$ cat src/inc/rizfc_pkg.sv
package rizfc_pkg;
  // Envelope bytes; only the delimiter and checksum base serve both directions
  localparam logic [7:0]  START_DELIM  = 8'h7E;
  localparam logic [7:0]  CSUM_BASE    = 8'hFF;
  localparam logic [7:0]  FT_ROUTE_IND = 8'hA3;
  localparam logic [7:0]  FT_EXPL_TX   = 8'h11;
  localparam logic [7:0]  IND_LEN_HI   = 8'h00;
  localparam logic [7:0]  IND_LEN_LO   = 8'h0C;
  localparam logic [7:0]  RSVD_BYTE    = 8'h00;
  // Indicator frame byte positions
  localparam logic [3:0]  IX_DELIM     = 4'h0;
  localparam logic [3:0]  IX_LEN_HI    = 4'h1;
  localparam logic [3:0]  IX_LEN_LO    = 4'h2;
  localparam logic [3:0]  IX_TYPE      = 4'h3;
  localparam logic [3:0]  IX_SRC64_LST = 4'hB;
  localparam logic [3:0]  IX_SRC16_HI  = 4'hC;
  localparam logic [3:0]  IX_SRC16_LO  = 4'hD;
  localparam logic [3:0]  IX_RSVD      = 4'hE;
  localparam logic [3:0]  IX_CSUM      = 4'hF;
  // Explicit transmit frame offsets
  localparam logic [15:0] OFS_TYPE     = 16'h0003;
  localparam logic [15:0] OFS_FRAME_ID = 16'h0004;
  localparam logic [15:0] OFS_DST64_F  = 16'h0005;
  localparam logic [15:0] OFS_DST64_L  = 16'h000C;
  localparam logic [15:0] OFS_DST16_HI = 16'h000D;
  localparam logic [15:0] OFS_DST16_LO = 16'h000E;
  localparam logic [15:0] OFS_SRC_EP   = 16'h000F;
  localparam logic [15:0] OFS_DST_EP   = 16'h0010;
  localparam logic [15:0] OFS_CLUS_HI  = 16'h0011;
  localparam logic [15:0] OFS_CLUS_LO  = 16'h0012;
  localparam logic [15:0] OFS_PROF_HI  = 16'h0013;
  localparam logic [15:0] OFS_PROF_LO  = 16'h0014;
  localparam logic [15:0] OFS_RADIUS   = 16'h0015;
  localparam logic [15:0] OFS_OPTIONS  = 16'h0016;
  localparam logic [15:0] OFS_PAY_LO   = 16'h0017;
  localparam logic [15:0] OFS_PAY_HI   = 16'h0018;
  localparam logic [15:0] OFS_LEN_SKEW = 16'h0002;
  localparam logic [15:0] EXPL_HDR_LEN = 16'h0014;
  // Addressing and device-object values
  localparam logic [63:0] COORD64      = 64'h0000_0000_0000_0000;
  localparam logic [63:0] BCAST64      = 64'h0000_0000_0000_FFFF;
  localparam logic [15:0] NWK_UNKNOWN  = 16'hFFFE;
  localparam logic [7:0]  ZDO_EP       = 8'h00;
  localparam logic [15:0] ZDO_PROFILE  = 16'h0000;
  localparam logic [7:0]  ZDO_OPTIONS  = 8'h00;
  localparam logic [7:0]  NO_STATUS_ID = 8'h00;
  localparam logic [7:0]  RADIUS_AUTO  = 8'h00;

  typedef enum logic [2:0] {
    RX_IDLE, RX_LEN_HI, RX_LEN_LO, RX_DATA, RX_CSUM
  } rizfc_rx_st_t;

  // Cluster identifiers the block recognises
  function automatic logic rizfc_cluster_known(input logic [15:0] c);
    case (c)
      16'h0000, 16'h0001, 16'h0002, 16'h0004, 16'h0005, 16'h0006,
      16'h0031, 16'h0032, 16'h0034, 16'h0036, 16'h0038: return 1'b1;
      default: return 1'b0;
    endcase
  endfunction

  // Running sum of frame data; checksum is base minus this sum
  function automatic logic [7:0] rizfc_sum(input logic [7:0] a,
                                           input logic [7:0] b);
    return 8'(a + b);
  endfunction
endpackage

$ cat src/inc/rizfc_ind_if.sv
`timescale 1ns/1ps
interface rizfc_ind_if;
  logic        start;
  logic [63:0] src64;
  logic [15:0] src16;
  logic        busy;
  logic        tx_valid;
  logic [7:0]  tx_data;
  logic        tx_ready;
  modport ctl    (output start, src64, src16, tx_ready,
                  input  busy, tx_valid, tx_data);
  modport framer (input  start, src64, src16, tx_ready,
                  output busy, tx_valid, tx_data);
endinterface

$ cat src/rtl/rizfc_ind_tx.sv
`timescale 1ns/1ps
module rizfc_ind_tx (
  input wire logic mclk,
  input wire logic rstn,
  rizfc_ind_if.framer ind
);
  logic [3:0]  idx_r;
  logic [7:0]  sum_r;
  logic [63:0] src64_r;
  logic [15:0] src16_r;
  logic        busy_r;
  logic        tx_valid_r;
  logic [7:0]  tx_data_r;
  logic        hs;
  logic        load;
  logic [3:0]  idx_nxt;
  logic [7:0]  sum_nxt;
  logic [7:0]  tx_data_nxt;

  function automatic logic [7:0] byte_at(input logic [3:0] i,
                                         input logic [63:0] a64,
                                         input logic [15:0] a16,
                                         input logic [7:0]  s);
    case (i)
      rizfc_pkg::IX_DELIM:    return rizfc_pkg::START_DELIM;
      rizfc_pkg::IX_LEN_HI:   return rizfc_pkg::IND_LEN_HI;
      rizfc_pkg::IX_LEN_LO:   return rizfc_pkg::IND_LEN_LO;
      rizfc_pkg::IX_TYPE:     return rizfc_pkg::FT_ROUTE_IND;
      rizfc_pkg::IX_SRC16_HI: return a16[15:8];
      rizfc_pkg::IX_SRC16_LO: return a16[7:0];
      rizfc_pkg::IX_RSVD:     return rizfc_pkg::RSVD_BYTE;
      rizfc_pkg::IX_CSUM:     return 8'(rizfc_pkg::CSUM_BASE - s);
      // Offsets 4..11: long address, most significant byte first
      default: return a64[8*(rizfc_pkg::IX_SRC64_LST - i) +: 8];
    endcase
  endfunction

  assign hs      = tx_valid_r & ind.tx_ready;
  assign load    = ind.start & ~busy_r;
  assign idx_nxt = 4'(idx_r + 4'h1);
  // Delimiter and length stay out of the checksum
  assign sum_nxt = (idx_r >= rizfc_pkg::IX_TYPE) ?
                   rizfc_pkg::rizfc_sum(sum_r, tx_data_r) : sum_r;
  assign tx_data_nxt = byte_at(idx_nxt, src64_r, src16_r, sum_nxt);

  // Bytes go out back to back while the sink keeps ready high
  always_ff @(posedge mclk or negedge rstn) begin
    if (!rstn) begin
      idx_r      <= 4'h0;
      sum_r      <= 8'h00;
      src64_r    <= 64'h0000_0000_0000_0000;
      src16_r    <= 16'h0000;
      busy_r     <= 1'b0;
      tx_valid_r <= 1'b0;
      tx_data_r  <= 8'h00;
    end else if (load) begin
      idx_r      <= rizfc_pkg::IX_DELIM;
      sum_r      <= 8'h00;
      src64_r    <= ind.src64;
      src16_r    <= ind.src16;
      busy_r     <= 1'b1;
      tx_valid_r <= 1'b1;
      tx_data_r  <= rizfc_pkg::START_DELIM;
    end else if (hs) begin
      idx_r      <= idx_nxt;
      sum_r      <= sum_nxt;
      busy_r     <= (idx_r != rizfc_pkg::IX_CSUM);
      tx_valid_r <= (idx_r != rizfc_pkg::IX_CSUM);
      tx_data_r  <= tx_data_nxt;
    end
  end

  assign ind.busy     = busy_r;
  assign ind.tx_valid = tx_valid_r;
  assign ind.tx_data  = tx_data_r;
endmodule

$ cat src/rtl/rizfc_top.sv
`timescale 1ns/1ps
module rizfc_top (
  input  wire logic        mclk,
  input  wire logic        rstn,
  // Route request event from the network stack
  input  wire logic        route_req,
  input  wire logic [63:0] route_req_src64,
  input  wire logic [15:0] route_req_src16,
  input  wire logic [7:0]  net_max_hops,
  // Byte stream toward the host
  output logic             tx_valid,
  output logic [7:0]       tx_data,
  input  wire logic        tx_ready,
  // Byte stream from the host
  input  wire logic        rx_valid,
  input  wire logic [7:0]  rx_data,
  // Decoded explicit transmit command
  output logic             cmd_valid,
  output logic [7:0]       cmd_frame_id,
  output logic             cmd_status_req,
  output logic [63:0]      cmd_dst64,
  output logic             cmd_to_coord,
  output logic             cmd_bcast,
  output logic [15:0]      cmd_dst16,
  output logic             cmd_nwk_unknown,
  output logic [15:0]      cmd_cluster,
  output logic             cmd_cluster_known,
  output logic             cmd_zdo_ok,
  output logic [7:0]       cmd_radius,
  output logic [15:0]      target_network_address,
  output logic [15:0]      cmd_payload_len,
  output logic             frame_err,
  output logic             ind_pending,
  output logic             ind_overrun
);
  rizfc_ind_if ind ();

  rizfc_ind_tx u_ind_tx (
    .mclk (mclk),
    .rstn (rstn),
    .ind  (ind.framer)
  );

  ////////////////////////////////////////////////////////////////////////////
  // Indicator request hold
  logic        pend_r;
  logic [63:0] pend64_r;
  logic [15:0] pend16_r;
  logic        ovr_r;
  logic        issue;

  assign issue        = pend_r & ~ind.busy;
  assign ind.start    = issue;
  assign ind.src64    = pend64_r;
  assign ind.src16    = pend16_r;
  assign ind.tx_ready = tx_ready;
  assign tx_valid     = ind.tx_valid;
  assign tx_data      = ind.tx_data;

  // One request held while a frame is on the wire; a newer one replaces it
  always_ff @(posedge mclk or negedge rstn) begin
    if (!rstn) begin
      pend_r   <= 1'b0;
      pend64_r <= 64'h0000_0000_0000_0000;
      pend16_r <= 16'h0000;
      ovr_r    <= 1'b0;
    end else begin
      pend_r <= route_req | (pend_r & ~issue);
      ovr_r  <= route_req & pend_r & ~issue;
      if (route_req) begin
        pend64_r <= route_req_src64;
        pend16_r <= route_req_src16;
      end
    end
  end

  assign ind_pending = pend_r;
  assign ind_overrun = ovr_r;

  ////////////////////////////////////////////////////////////////////////////
  // Host frame parser
  rizfc_pkg::rizfc_rx_st_t st_r;
  rizfc_pkg::rizfc_rx_st_t st_nxt;
  logic [15:0] len_r;
  logic [15:0] ofs_r;
  logic [7:0]  sum_r;
  logic [7:0]  type_r;
  logic [7:0]  fid_r;
  logic [63:0] d64_r;
  logic [15:0] d16_r;
  logic [7:0]  sep_r;
  logic [7:0]  dep_r;
  logic [15:0] clus_r;
  logic [15:0] prof_r;
  logic [7:0]  rad_r;
  logic [7:0]  opt_r;
  logic [15:0] tgt_r;
  logic        in_d64;
  logic        last_data;
  logic        csum_ok;
  logic        frame_end;
  logic        take;
  logic [15:0] len_nxt;
  logic [7:0]  sum_nxt;

  assign len_nxt   = {len_r[7:0], rx_data};
  assign last_data = (ofs_r == 16'(len_r + rizfc_pkg::OFS_LEN_SKEW));
  assign sum_nxt   = rizfc_pkg::rizfc_sum(sum_r, rx_data);
  assign csum_ok   = (sum_nxt == rizfc_pkg::CSUM_BASE);
  assign frame_end = rx_valid & (st_r == rizfc_pkg::RX_CSUM);
  // Short frames or other types are not commands for this block
  assign take      = frame_end & csum_ok &
                     (type_r == rizfc_pkg::FT_EXPL_TX) &
                     (len_r >= rizfc_pkg::EXPL_HDR_LEN);
  assign in_d64    = (ofs_r >= rizfc_pkg::OFS_DST64_F) &
                     (ofs_r <= rizfc_pkg::OFS_DST64_L);

  always_comb begin
    st_nxt = st_r;
    if (rx_valid) begin
      case (st_r)
        rizfc_pkg::RX_IDLE:
          if (rx_data == rizfc_pkg::START_DELIM) begin
            st_nxt = rizfc_pkg::RX_LEN_HI;
          end
        rizfc_pkg::RX_LEN_HI: st_nxt = rizfc_pkg::RX_LEN_LO;
        rizfc_pkg::RX_LEN_LO:
          st_nxt = (len_nxt == 16'h0000) ? rizfc_pkg::RX_CSUM :
                                           rizfc_pkg::RX_DATA;
        rizfc_pkg::RX_DATA:
          if (last_data) begin
            st_nxt = rizfc_pkg::RX_CSUM;
          end
        rizfc_pkg::RX_CSUM: st_nxt = rizfc_pkg::RX_IDLE;
        default: st_nxt = rizfc_pkg::RX_IDLE;
      endcase
    end
  end

  // A byte may arrive on every clock; nothing waits between bytes
  always_ff @(posedge mclk or negedge rstn) begin
    if (!rstn) begin
      st_r  <= rizfc_pkg::RX_IDLE;
      len_r <= 16'h0000;
      ofs_r <= 16'h0000;
      sum_r <= 8'h00;
    end else begin
      st_r <= st_nxt;
      if (rx_valid && st_r == rizfc_pkg::RX_LEN_HI) begin
        len_r <= {8'h00, rx_data};
      end else if (rx_valid && st_r == rizfc_pkg::RX_LEN_LO) begin
        len_r <= len_nxt;
        ofs_r <= rizfc_pkg::OFS_TYPE;
        sum_r <= 8'h00;
      end else if (rx_valid && st_r == rizfc_pkg::RX_DATA) begin
        ofs_r <= 16'(ofs_r + 16'h0001);
        sum_r <= sum_nxt;
      end
    end
  end

  ////////////////////////////////////////////////////////////////////////////
  // Field capture by offset; header fields are big-endian on the wire
  logic cap;
  assign cap = rx_valid & (st_r == rizfc_pkg::RX_DATA);

  always_ff @(posedge mclk or negedge rstn) begin
    if (!rstn) begin
      type_r <= 8'h00;
      fid_r  <= 8'h00;
      d64_r  <= 64'h0000_0000_0000_0000;
      d16_r  <= 16'h0000;
      sep_r  <= 8'h00;
      dep_r  <= 8'h00;
    end else if (cap) begin
      if (ofs_r == rizfc_pkg::OFS_TYPE)     type_r <= rx_data;
      if (ofs_r == rizfc_pkg::OFS_FRAME_ID) fid_r  <= rx_data;
      if (in_d64) d64_r <= {d64_r[55:0], rx_data};
      if (ofs_r == rizfc_pkg::OFS_DST16_HI) d16_r[15:8] <= rx_data;
      if (ofs_r == rizfc_pkg::OFS_DST16_LO) d16_r[7:0]  <= rx_data;
      if (ofs_r == rizfc_pkg::OFS_SRC_EP)   sep_r  <= rx_data;
      if (ofs_r == rizfc_pkg::OFS_DST_EP)   dep_r  <= rx_data;
    end
  end

  always_ff @(posedge mclk or negedge rstn) begin
    if (!rstn) begin
      clus_r <= 16'h0000;
      prof_r <= 16'h0000;
      rad_r  <= 8'h00;
      opt_r  <= 8'h00;
      tgt_r  <= 16'h0000;
    end else if (cap) begin
      if (ofs_r == rizfc_pkg::OFS_CLUS_HI) clus_r[15:8] <= rx_data;
      if (ofs_r == rizfc_pkg::OFS_CLUS_LO) clus_r[7:0]  <= rx_data;
      if (ofs_r == rizfc_pkg::OFS_PROF_HI) prof_r[15:8] <= rx_data;
      if (ofs_r == rizfc_pkg::OFS_PROF_LO) prof_r[7:0]  <= rx_data;
      if (ofs_r == rizfc_pkg::OFS_RADIUS)  rad_r  <= rx_data;
      if (ofs_r == rizfc_pkg::OFS_OPTIONS) opt_r  <= rx_data;
      // Payload parameters are little-endian: low byte first
      if (ofs_r == rizfc_pkg::OFS_PAY_LO) tgt_r[7:0]  <= rx_data;
      if (ofs_r == rizfc_pkg::OFS_PAY_HI) tgt_r[15:8] <= rx_data;
    end
  end

  ////////////////////////////////////////////////////////////////////////////
  // Command result registers, loaded when a good frame closes
  logic        cv_r;
  logic        ferr_r;
  logic [7:0]  ofid_r;
  logic        osts_r;
  logic [63:0] od64_r;
  logic        ocrd_r;
  logic        obc_r;
  logic [15:0] od16_r;
  logic        ounk_r;
  logic [15:0] oclu_r;
  logic        oknw_r;
  logic        ozdo_r;
  logic [7:0]  orad_r;
  logic [15:0] otgt_r;
  logic [15:0] oplen_r;
  logic        zdo_ok_w;
  logic [7:0]  rad_eff;

  // Zero radius is replaced by net_max_hops, so downstream sees an unlimited hop count only if net_max_hops is zero
  assign rad_eff  = (rad_r == rizfc_pkg::RADIUS_AUTO) ? net_max_hops :
                                                        rad_r;
  assign zdo_ok_w = (sep_r == rizfc_pkg::ZDO_EP) &
                    (dep_r == rizfc_pkg::ZDO_EP) &
                    (prof_r == rizfc_pkg::ZDO_PROFILE) &
                    (opt_r == rizfc_pkg::ZDO_OPTIONS);

  always_ff @(posedge mclk or negedge rstn) begin
    if (!rstn) begin
      cv_r   <= 1'b0;
      ferr_r <= 1'b0;
    end else begin
      cv_r   <= take;
      ferr_r <= frame_end & ~csum_ok;
    end
  end

  always_ff @(posedge mclk or negedge rstn) begin
    if (!rstn) begin
      ofid_r  <= 8'h00;
      osts_r  <= 1'b0;
      od64_r  <= 64'h0000_0000_0000_0000;
      ocrd_r  <= 1'b0;
      obc_r   <= 1'b0;
      od16_r  <= 16'h0000;
      ounk_r  <= 1'b0;
      oclu_r  <= 16'h0000;
      oknw_r  <= 1'b0;
      ozdo_r  <= 1'b0;
      orad_r  <= 8'h00;
      otgt_r  <= 16'h0000;
      oplen_r <= 16'h0000;
    end else if (take) begin
      ofid_r  <= fid_r;
      osts_r  <= (fid_r != rizfc_pkg::NO_STATUS_ID);
      od64_r  <= d64_r;
      ocrd_r  <= (d64_r == rizfc_pkg::COORD64);
      obc_r   <= (d64_r == rizfc_pkg::BCAST64);
      od16_r  <= d16_r;
      ounk_r  <= (d16_r == rizfc_pkg::NWK_UNKNOWN);
      oclu_r  <= clus_r;
      oknw_r  <= rizfc_pkg::rizfc_cluster_known(clus_r);
      ozdo_r  <= zdo_ok_w;
      orad_r  <= rad_eff;
      otgt_r  <= tgt_r;
      oplen_r <= 16'(len_r - rizfc_pkg::EXPL_HDR_LEN);
    end
  end

  assign cmd_valid              = cv_r;
  assign frame_err              = ferr_r;
  assign cmd_frame_id           = ofid_r;
  assign cmd_status_req         = osts_r;
  assign cmd_dst64              = od64_r;
  assign cmd_to_coord           = ocrd_r;
  assign cmd_bcast              = obc_r;
  assign cmd_dst16              = od16_r;
  assign cmd_nwk_unknown        = ounk_r;
  assign cmd_cluster            = oclu_r;
  assign cmd_cluster_known      = oknw_r;
  assign cmd_zdo_ok             = ozdo_r;
  assign cmd_radius             = orad_r;
  assign target_network_address = otgt_r;
  assign cmd_payload_len        = oplen_r;
endmodule

$ cat config.mk
export PLATFORM = sky130hd
export DESIGN_NAME = rizfc_top
export DESIGN_NICKNAME = d
export VERILOG_FILES = /design/src/inc/rizfc_pkg.sv /design/src/inc/rizfc_ind_if.sv /design/src/rtl/rizfc_ind_tx.sv /design/src/rtl/rizfc_top.sv
export SDC_FILE = /design/constraint.sdc
export NUM_CORES = 1
export LEC_CHECK = 0
export BUFFER_PORTS_ARGS = -buffer_cell sky130_fd_sc_hd__clkbuf_2
export CAP_MARGIN = 20
export CELL_PAD_IN_SITES_DETAIL_PLACEMENT = 1
export CELL_PAD_IN_SITES_GLOBAL_PLACEMENT = 2
export CORE_MARGIN = 4
export CORE_UTILIZATION = 40
export CTS_BUF_LIST = sky130_fd_sc_hd__clkbuf_16
export CTS_CLUSTER_DIAMETER = 200
export DETAILED_ROUTE_END_ITERATION = 10
export GPL_TIMING_DRIVEN = 0
export PLACE_DENSITY = 0.92
export SETUP_SLACK_MARGIN = 0.2
export SYNTH_ARGS = -nofsm -noshare
export SYNTH_HDL_FRONTEND = slang
export SYNTH_SLANG_ARGS = --single-unit
$ cat constraint.sdc
create_clock -name mclk -period 3.5 [get_ports mclk]
set_input_delay 0.7 -clock mclk [delete_from_list [all_inputs] [get_ports mclk]]
set_output_delay 0.7 -clock mclk [all_outputs]
set_load 0.05 [all_outputs]
==> key figures <==
Status
  – Outcome: completed

Place
  – Setup WS pre-CTS: -0.8299 ns
  – DP Cell Count: about 3.0k
  – Gpl congestion: 0.8969
  – Post-detailed-placement half-perimeter wirelength: between 50 and 60 mm
  – Count of input and output buffers: about 260

Clock network
  – Hold bufs inserted after CTS: 0
  – Maximum buffer depth of the clock tree: 3
  – CTS Sinks: roughly 550
  – Maximum level of the CTS H-tree: 2
  – Clock latency reported for the late side of the worst-skew pair: 0.63 ns
  – Root Buffer: sky130_fd_sc_hd__clkbuf_16
  – CTS tree: yes
  – Cts bufs inserted: between 50 and 60
  – Clock slew at the register clock pins of the worst setup and hold paths: around 0.06 ns

STA
  – Final cycle utilization of the critical path: 0.9188
  – Setup repair after global routing missed its margin: no
  – Count of endpoints failing hold in the final timing report: 0
  – Slew at the pin closest to its max-slew limit: ~1 ns
  – Fin. max-slew vios: 0
  – Tmin final: between 3 and 4 ns
  – Number of endpoints failing setup at the final stage: 0
  – Max frequency: 311.0 MHz
  – Final Worst Setup Slack: between 0.2 and 0.3 ns
  – Worst clock skew: roughly 0.015 ns
  – Tightest slew margin relative to the limit: 0.3455

Synth
  – Number of synthesized register bits: 554
  – Count of unique library cells instantiated by Yosys: 70
  – Complex-gate fraction of the synthesized area: 0.04520
  – Largest cells by area after synthesis: sky130_fd_sc_hd__dfrtp_1 (58%), sky130_fd_sc_hd__mux2_2 (16%), sky130_fd_sc_hd__nand2_1 (7.3%)
  – Post-synth top flop: sky130_fd_sc_hd__dfrtp_1
  – Synthesized netlist cell count: 2007
  – Adder and majority gate portion of the synthesized area: 0.01739
  – Fraction of synthesized area in multiplexers: 0.1818
  – Number of enable-type register cells in the synthesized netlist: 0
  – XOR/XNOR share of the synthesized area: 0.02121
  – Mapped Nets: between 2k and 2.5k
  – Synth top area share: 0.5803
  – Cell taking the most area after synthesis: sky130_fd_sc_hd__dfrtp_1
  – Summed instance area of the synthesized netlist: ~0.024 mm2
  – Number of warning messages in the yosys log: 0
  – Syn avg cell area: between 10 and 15 um2
  – Dominant cell by count in the synthesized netlist: sky130_fd_sc_hd__dfrtp_1
  – Async S/R FF share, synth: 1.000
  – Most numerous cell types in the synthesized netlist: sky130_fd_sc_hd__dfrtp_1 (554), sky130_fd_sc_hd__nand2_1 (463), sky130_fd_sc_hd__mux2_2 (343)
  – Share of synthesized cell area in and, or, nand and nor gates: 0.1266
  – Largest family of logic cells by synthesized area: multiplexers
  – Share of the yosys chip area belonging to registers: 0.5803

Route
  – Detailed-route vias per instance: between 5 and 6
  – DRC viols: 0
  – 1st-iter DRT viols: about 870
  – Via total after detailed routing: 16.72k
  – Avg WL per Cell: about 22 um
  – Final ANT Viol Nets: 0
  – DRT Wirelength: 69.64 mm
  – Number of iterations in the first detailed-routing pass: 5

Floorplanning
  – Core Box Area: about 0.059 mm2
  – Width of the chip: ~250 um
  – Std-Cell Rows: 89
  – Overall die area: ~0.064 mm2
  – Die boundary height: roughly 250 um
  – Starting Density: 0.4047
  – I/O pins: around 260

Setup path
  – Required time of the worst setup path: ~4.0 ns
  – Crit-path max cell delay: 0.54 ns
  – Type of destination of the critical path: register
  – Kind of critical path: in2reg
  – Arrival time of data at the critical path endpoint: between 3 and 4 ns
  – Slowest stage cell, crit path: sky130_fd_sc_hd__or4b_1
  – Worst r2r path cells: 12
  – Launch point of the critical path: rx_data[0]
  – Reg2Reg Launch Point: sum_r[0]$_DFFE_PN0P_
  – Cell Chain, Critical Path: clkbuf_2, ha_1, fa_1, a21o_1, a21oi_4, xnor2_2, nand4_1, or4b_1, buf_4, buf_6, buf_6, nand2_1, nand2_1
  – Highest fanout seen on the critical path: 10
  – Sort of element at the start of the critical path: primary input

Final layout
  – Final nets: 2473
  – Layout Area Growth over Synthesis: 18.55%
  – Antenna cells: 0
  – Fin cells: 3161
  – Final Core Density: 0.4798
  – Share of final-layout standard cells stronger than drive strength 1: 0.3287

Power
  – Power dissipated by switching net loads: 6751 uW
  – Maximum resistive drop on vdd: approximately 0.54 mV
  – Share of total power in combinational logic: 0.287
  – Total leakage power: between 0.01 and 0.015 uW
  – Clock network fraction of total power: 0.305
  – Cell-internal power: 13320 uW
  – Power density over the cells: approximately 710 mW/mm2
  – Reg power frac: 0.408
  – Switching portion of total power: 0.3363

GRT
  – Pin count of the biggest net entering global routing: about 120
  – Via count of the first global-routing pass: ~19k
  – Antenna violations before repair: 0
  – Global-route wire length before repair: between 100 and 150 mm
  – Grt total ovfl: 0
  – Global router's overall resource usage: 0.2167

Min path
  – Class of the most critical hold timing path: in2async

Job
  – Maxcap violations: 0
==> worst paths after layout <==
path / endpoint / slack, ns
worst max register to register: cmd_frame_id[3]$_DFFE_PN0P_ / 0.33
max in group asynchronous: cmd_dst64[53]$_DFFE_PN0P_ / 1.94
worst min register to register: cmd_cluster[3]$_DFFE_PN0P_ / 0.47
min in group mclk: ind.src16[5]$_DFFE_PN0P_ / 0.30
worst min-delay path: u_ind_tx.src64_r[1]$_DFFE_PN0P_ / 0.04
worst max-delay path: cmd_frame_id[3]$_DFFE_PN0P_ / 0.28
==> layout by cell type, fill, tap and decap left out, types with 6 or more instances in the layout <==
| cell | count |
|---|---|
| sky130_fd_sc_hd__xor2_1 | 20 |
| sky130_fd_sc_hd__a22o_1 | 7 |
| sky130_fd_sc_hd__and2_1 | 15 |
| sky130_fd_sc_hd__nand2b_1 | 8 |
| sky130_fd_sc_hd__mux4_2 | 16 |
| sky130_fd_sc_hd__buf_4 | 14 |
| sky130_fd_sc_hd__clkbuf_2 | 267 |
| sky130_fd_sc_hd__mux2i_1 | 12 |
| sky130_fd_sc_hd__or3_1 | 6 |
| sky130_fd_sc_hd__nor2_1 | 38 |
| sky130_fd_sc_hd__a21o_1 | 14 |
| sky130_fd_sc_hd__or4_1 | 7 |
| sky130_fd_sc_hd__xnor2_1 | 35 |
| sky130_fd_sc_hd__nor3_1 | 21 |
| sky130_fd_sc_hd__clkinv_1 | 13 |
| sky130_fd_sc_hd__a21oi_1 | 38 |
| sky130_fd_sc_hd__o21ai_0 | 53 |
| sky130_fd_sc_hd__inv_1 | 37 |
| sky130_fd_sc_hd__nand2_1 | 463 |
| sky130_fd_sc_hd__mux2_2 | 343 |
| sky130_fd_sc_hd__buf_6 | 9 |
| sky130_fd_sc_hd__buf_1 | 6 |
| sky130_fd_sc_hd__clkbuf_16 | 59 |
| sky130_fd_sc_hd__nand4_1 | 22 |
| sky130_fd_sc_hd__ha_1 | 30 |
| sky130_fd_sc_hd__clkbuf_1 | 65 |
| sky130_fd_sc_hd__o21ai_1 | 10 |
| sky130_fd_sc_hd__nand3_1 | 27 |
| sky130_fd_sc_hd__dfrtp_1 | 552 |
| sky130_fd_sc_hd__nor4_1 | 39 |
| sky130_fd_sc_hd__buf_2 | 25 |
| sky130_fd_sc_hd__clkinv_2 | 12 |
==> metal layers <==
metal	part of all wire	up-vias	routed length [um]	GRT usage
met3	0.044	108	3084	0.04085
met5	0	-	0	0
met1	0.41	8704	28280	0.2667
met2	0.52	314	36110	0.3899
met4	0.031	0	2164	0.06258
li1	-	7597	-	-
==> through the flow <==
step / hold WS [ns] / total power (uW) / TNS [ns] / area (um2)
after global routing: 0.03825 / 21150 / 0 / 28320
after CTS: 0.01514 / 20210 / 0 / 28270
after global placement: 0.4540 / 13560 / -5907.50 / 26160
after floorplan: 0.4044 / 12020 / 0 / 23890
final: 0.03673 / 20080 / 0 / 28320
after detailed placement: 0.4598 / 13950 / -83.26 / 26320
==> power groups by stage <==
stage	logic [uW]	clock network (uW)	registers (uW)
6_report	5760	6130	8190
5_1_grt	6270	6590	8290
2_1_floorplan	3900	0	8120
4_1_cts	5750	6280	8170
3_3_place_gp	5370	0	8190
3_5_place_dp	5680	0	8270
==> layout make-up <==
type | count | area [um2]
Tap cell | 773 | 967.2
Clock buffer | 59 | 1476
Clock inverter | 50 | 414.1
Timing Repair Buffer | 272 | 1498
Fill cell | 6275 | 30700
Multi-Input combinational cell | 1310 | 9424
Inverter | 23 | 86.33
Buffer | 120 | 588.1
Sequential cell | 554 | 13870
==> registers in the layout, indices dropped and copies added, names as in the netlist, 16 cells and up <==
register,flops
clus_r,16
cmd_cluster,16
cmd_dst16,16
cmd_dst64,64
cmd_payload_len,16
d16_r,16
d64_r,64
ind.src16,16
ind.src64,64
len_r,16
ofs_r,16
prof_r,16
target_network_address,16
tgt_r,16
u_ind_tx.src16_r,16
u_ind_tx.src64_r,64
==> logic make-up (layout without fill, tap and decap cells) <==
kind of cell / count (synthesis) / count (layout)
and+or+nand+nor: 680 / 680
xor gates and xnor gates: 57 / 57
DFF: 554 / 554
adders and majority gates: 32 / 32
muxes: 371 / 371
buffers and inverters: 143 / 524
AOI/OAI and AO/OA: 170 / 170
==> worst max-delay path, delay by kind of cell <==
family                   cells  cell delay (ns)
buffers and inverters        4             0.85
AND/OR/NAND/NOR              4             0.84
adder cells (fa/ha/maj)      2             0.74
XOR/XNOR                     1             0.17
AO/OA/AOI/OAI                2             0.42
==> what timing repair did <==
action                     in CTS  in global routing
setup buffers                   3                  1
pin swaps                       0                  1
setup endpoints to repair     184                244
resized for setup              11                 17
No activity file was read; power rests on OpenSTA's default activity.
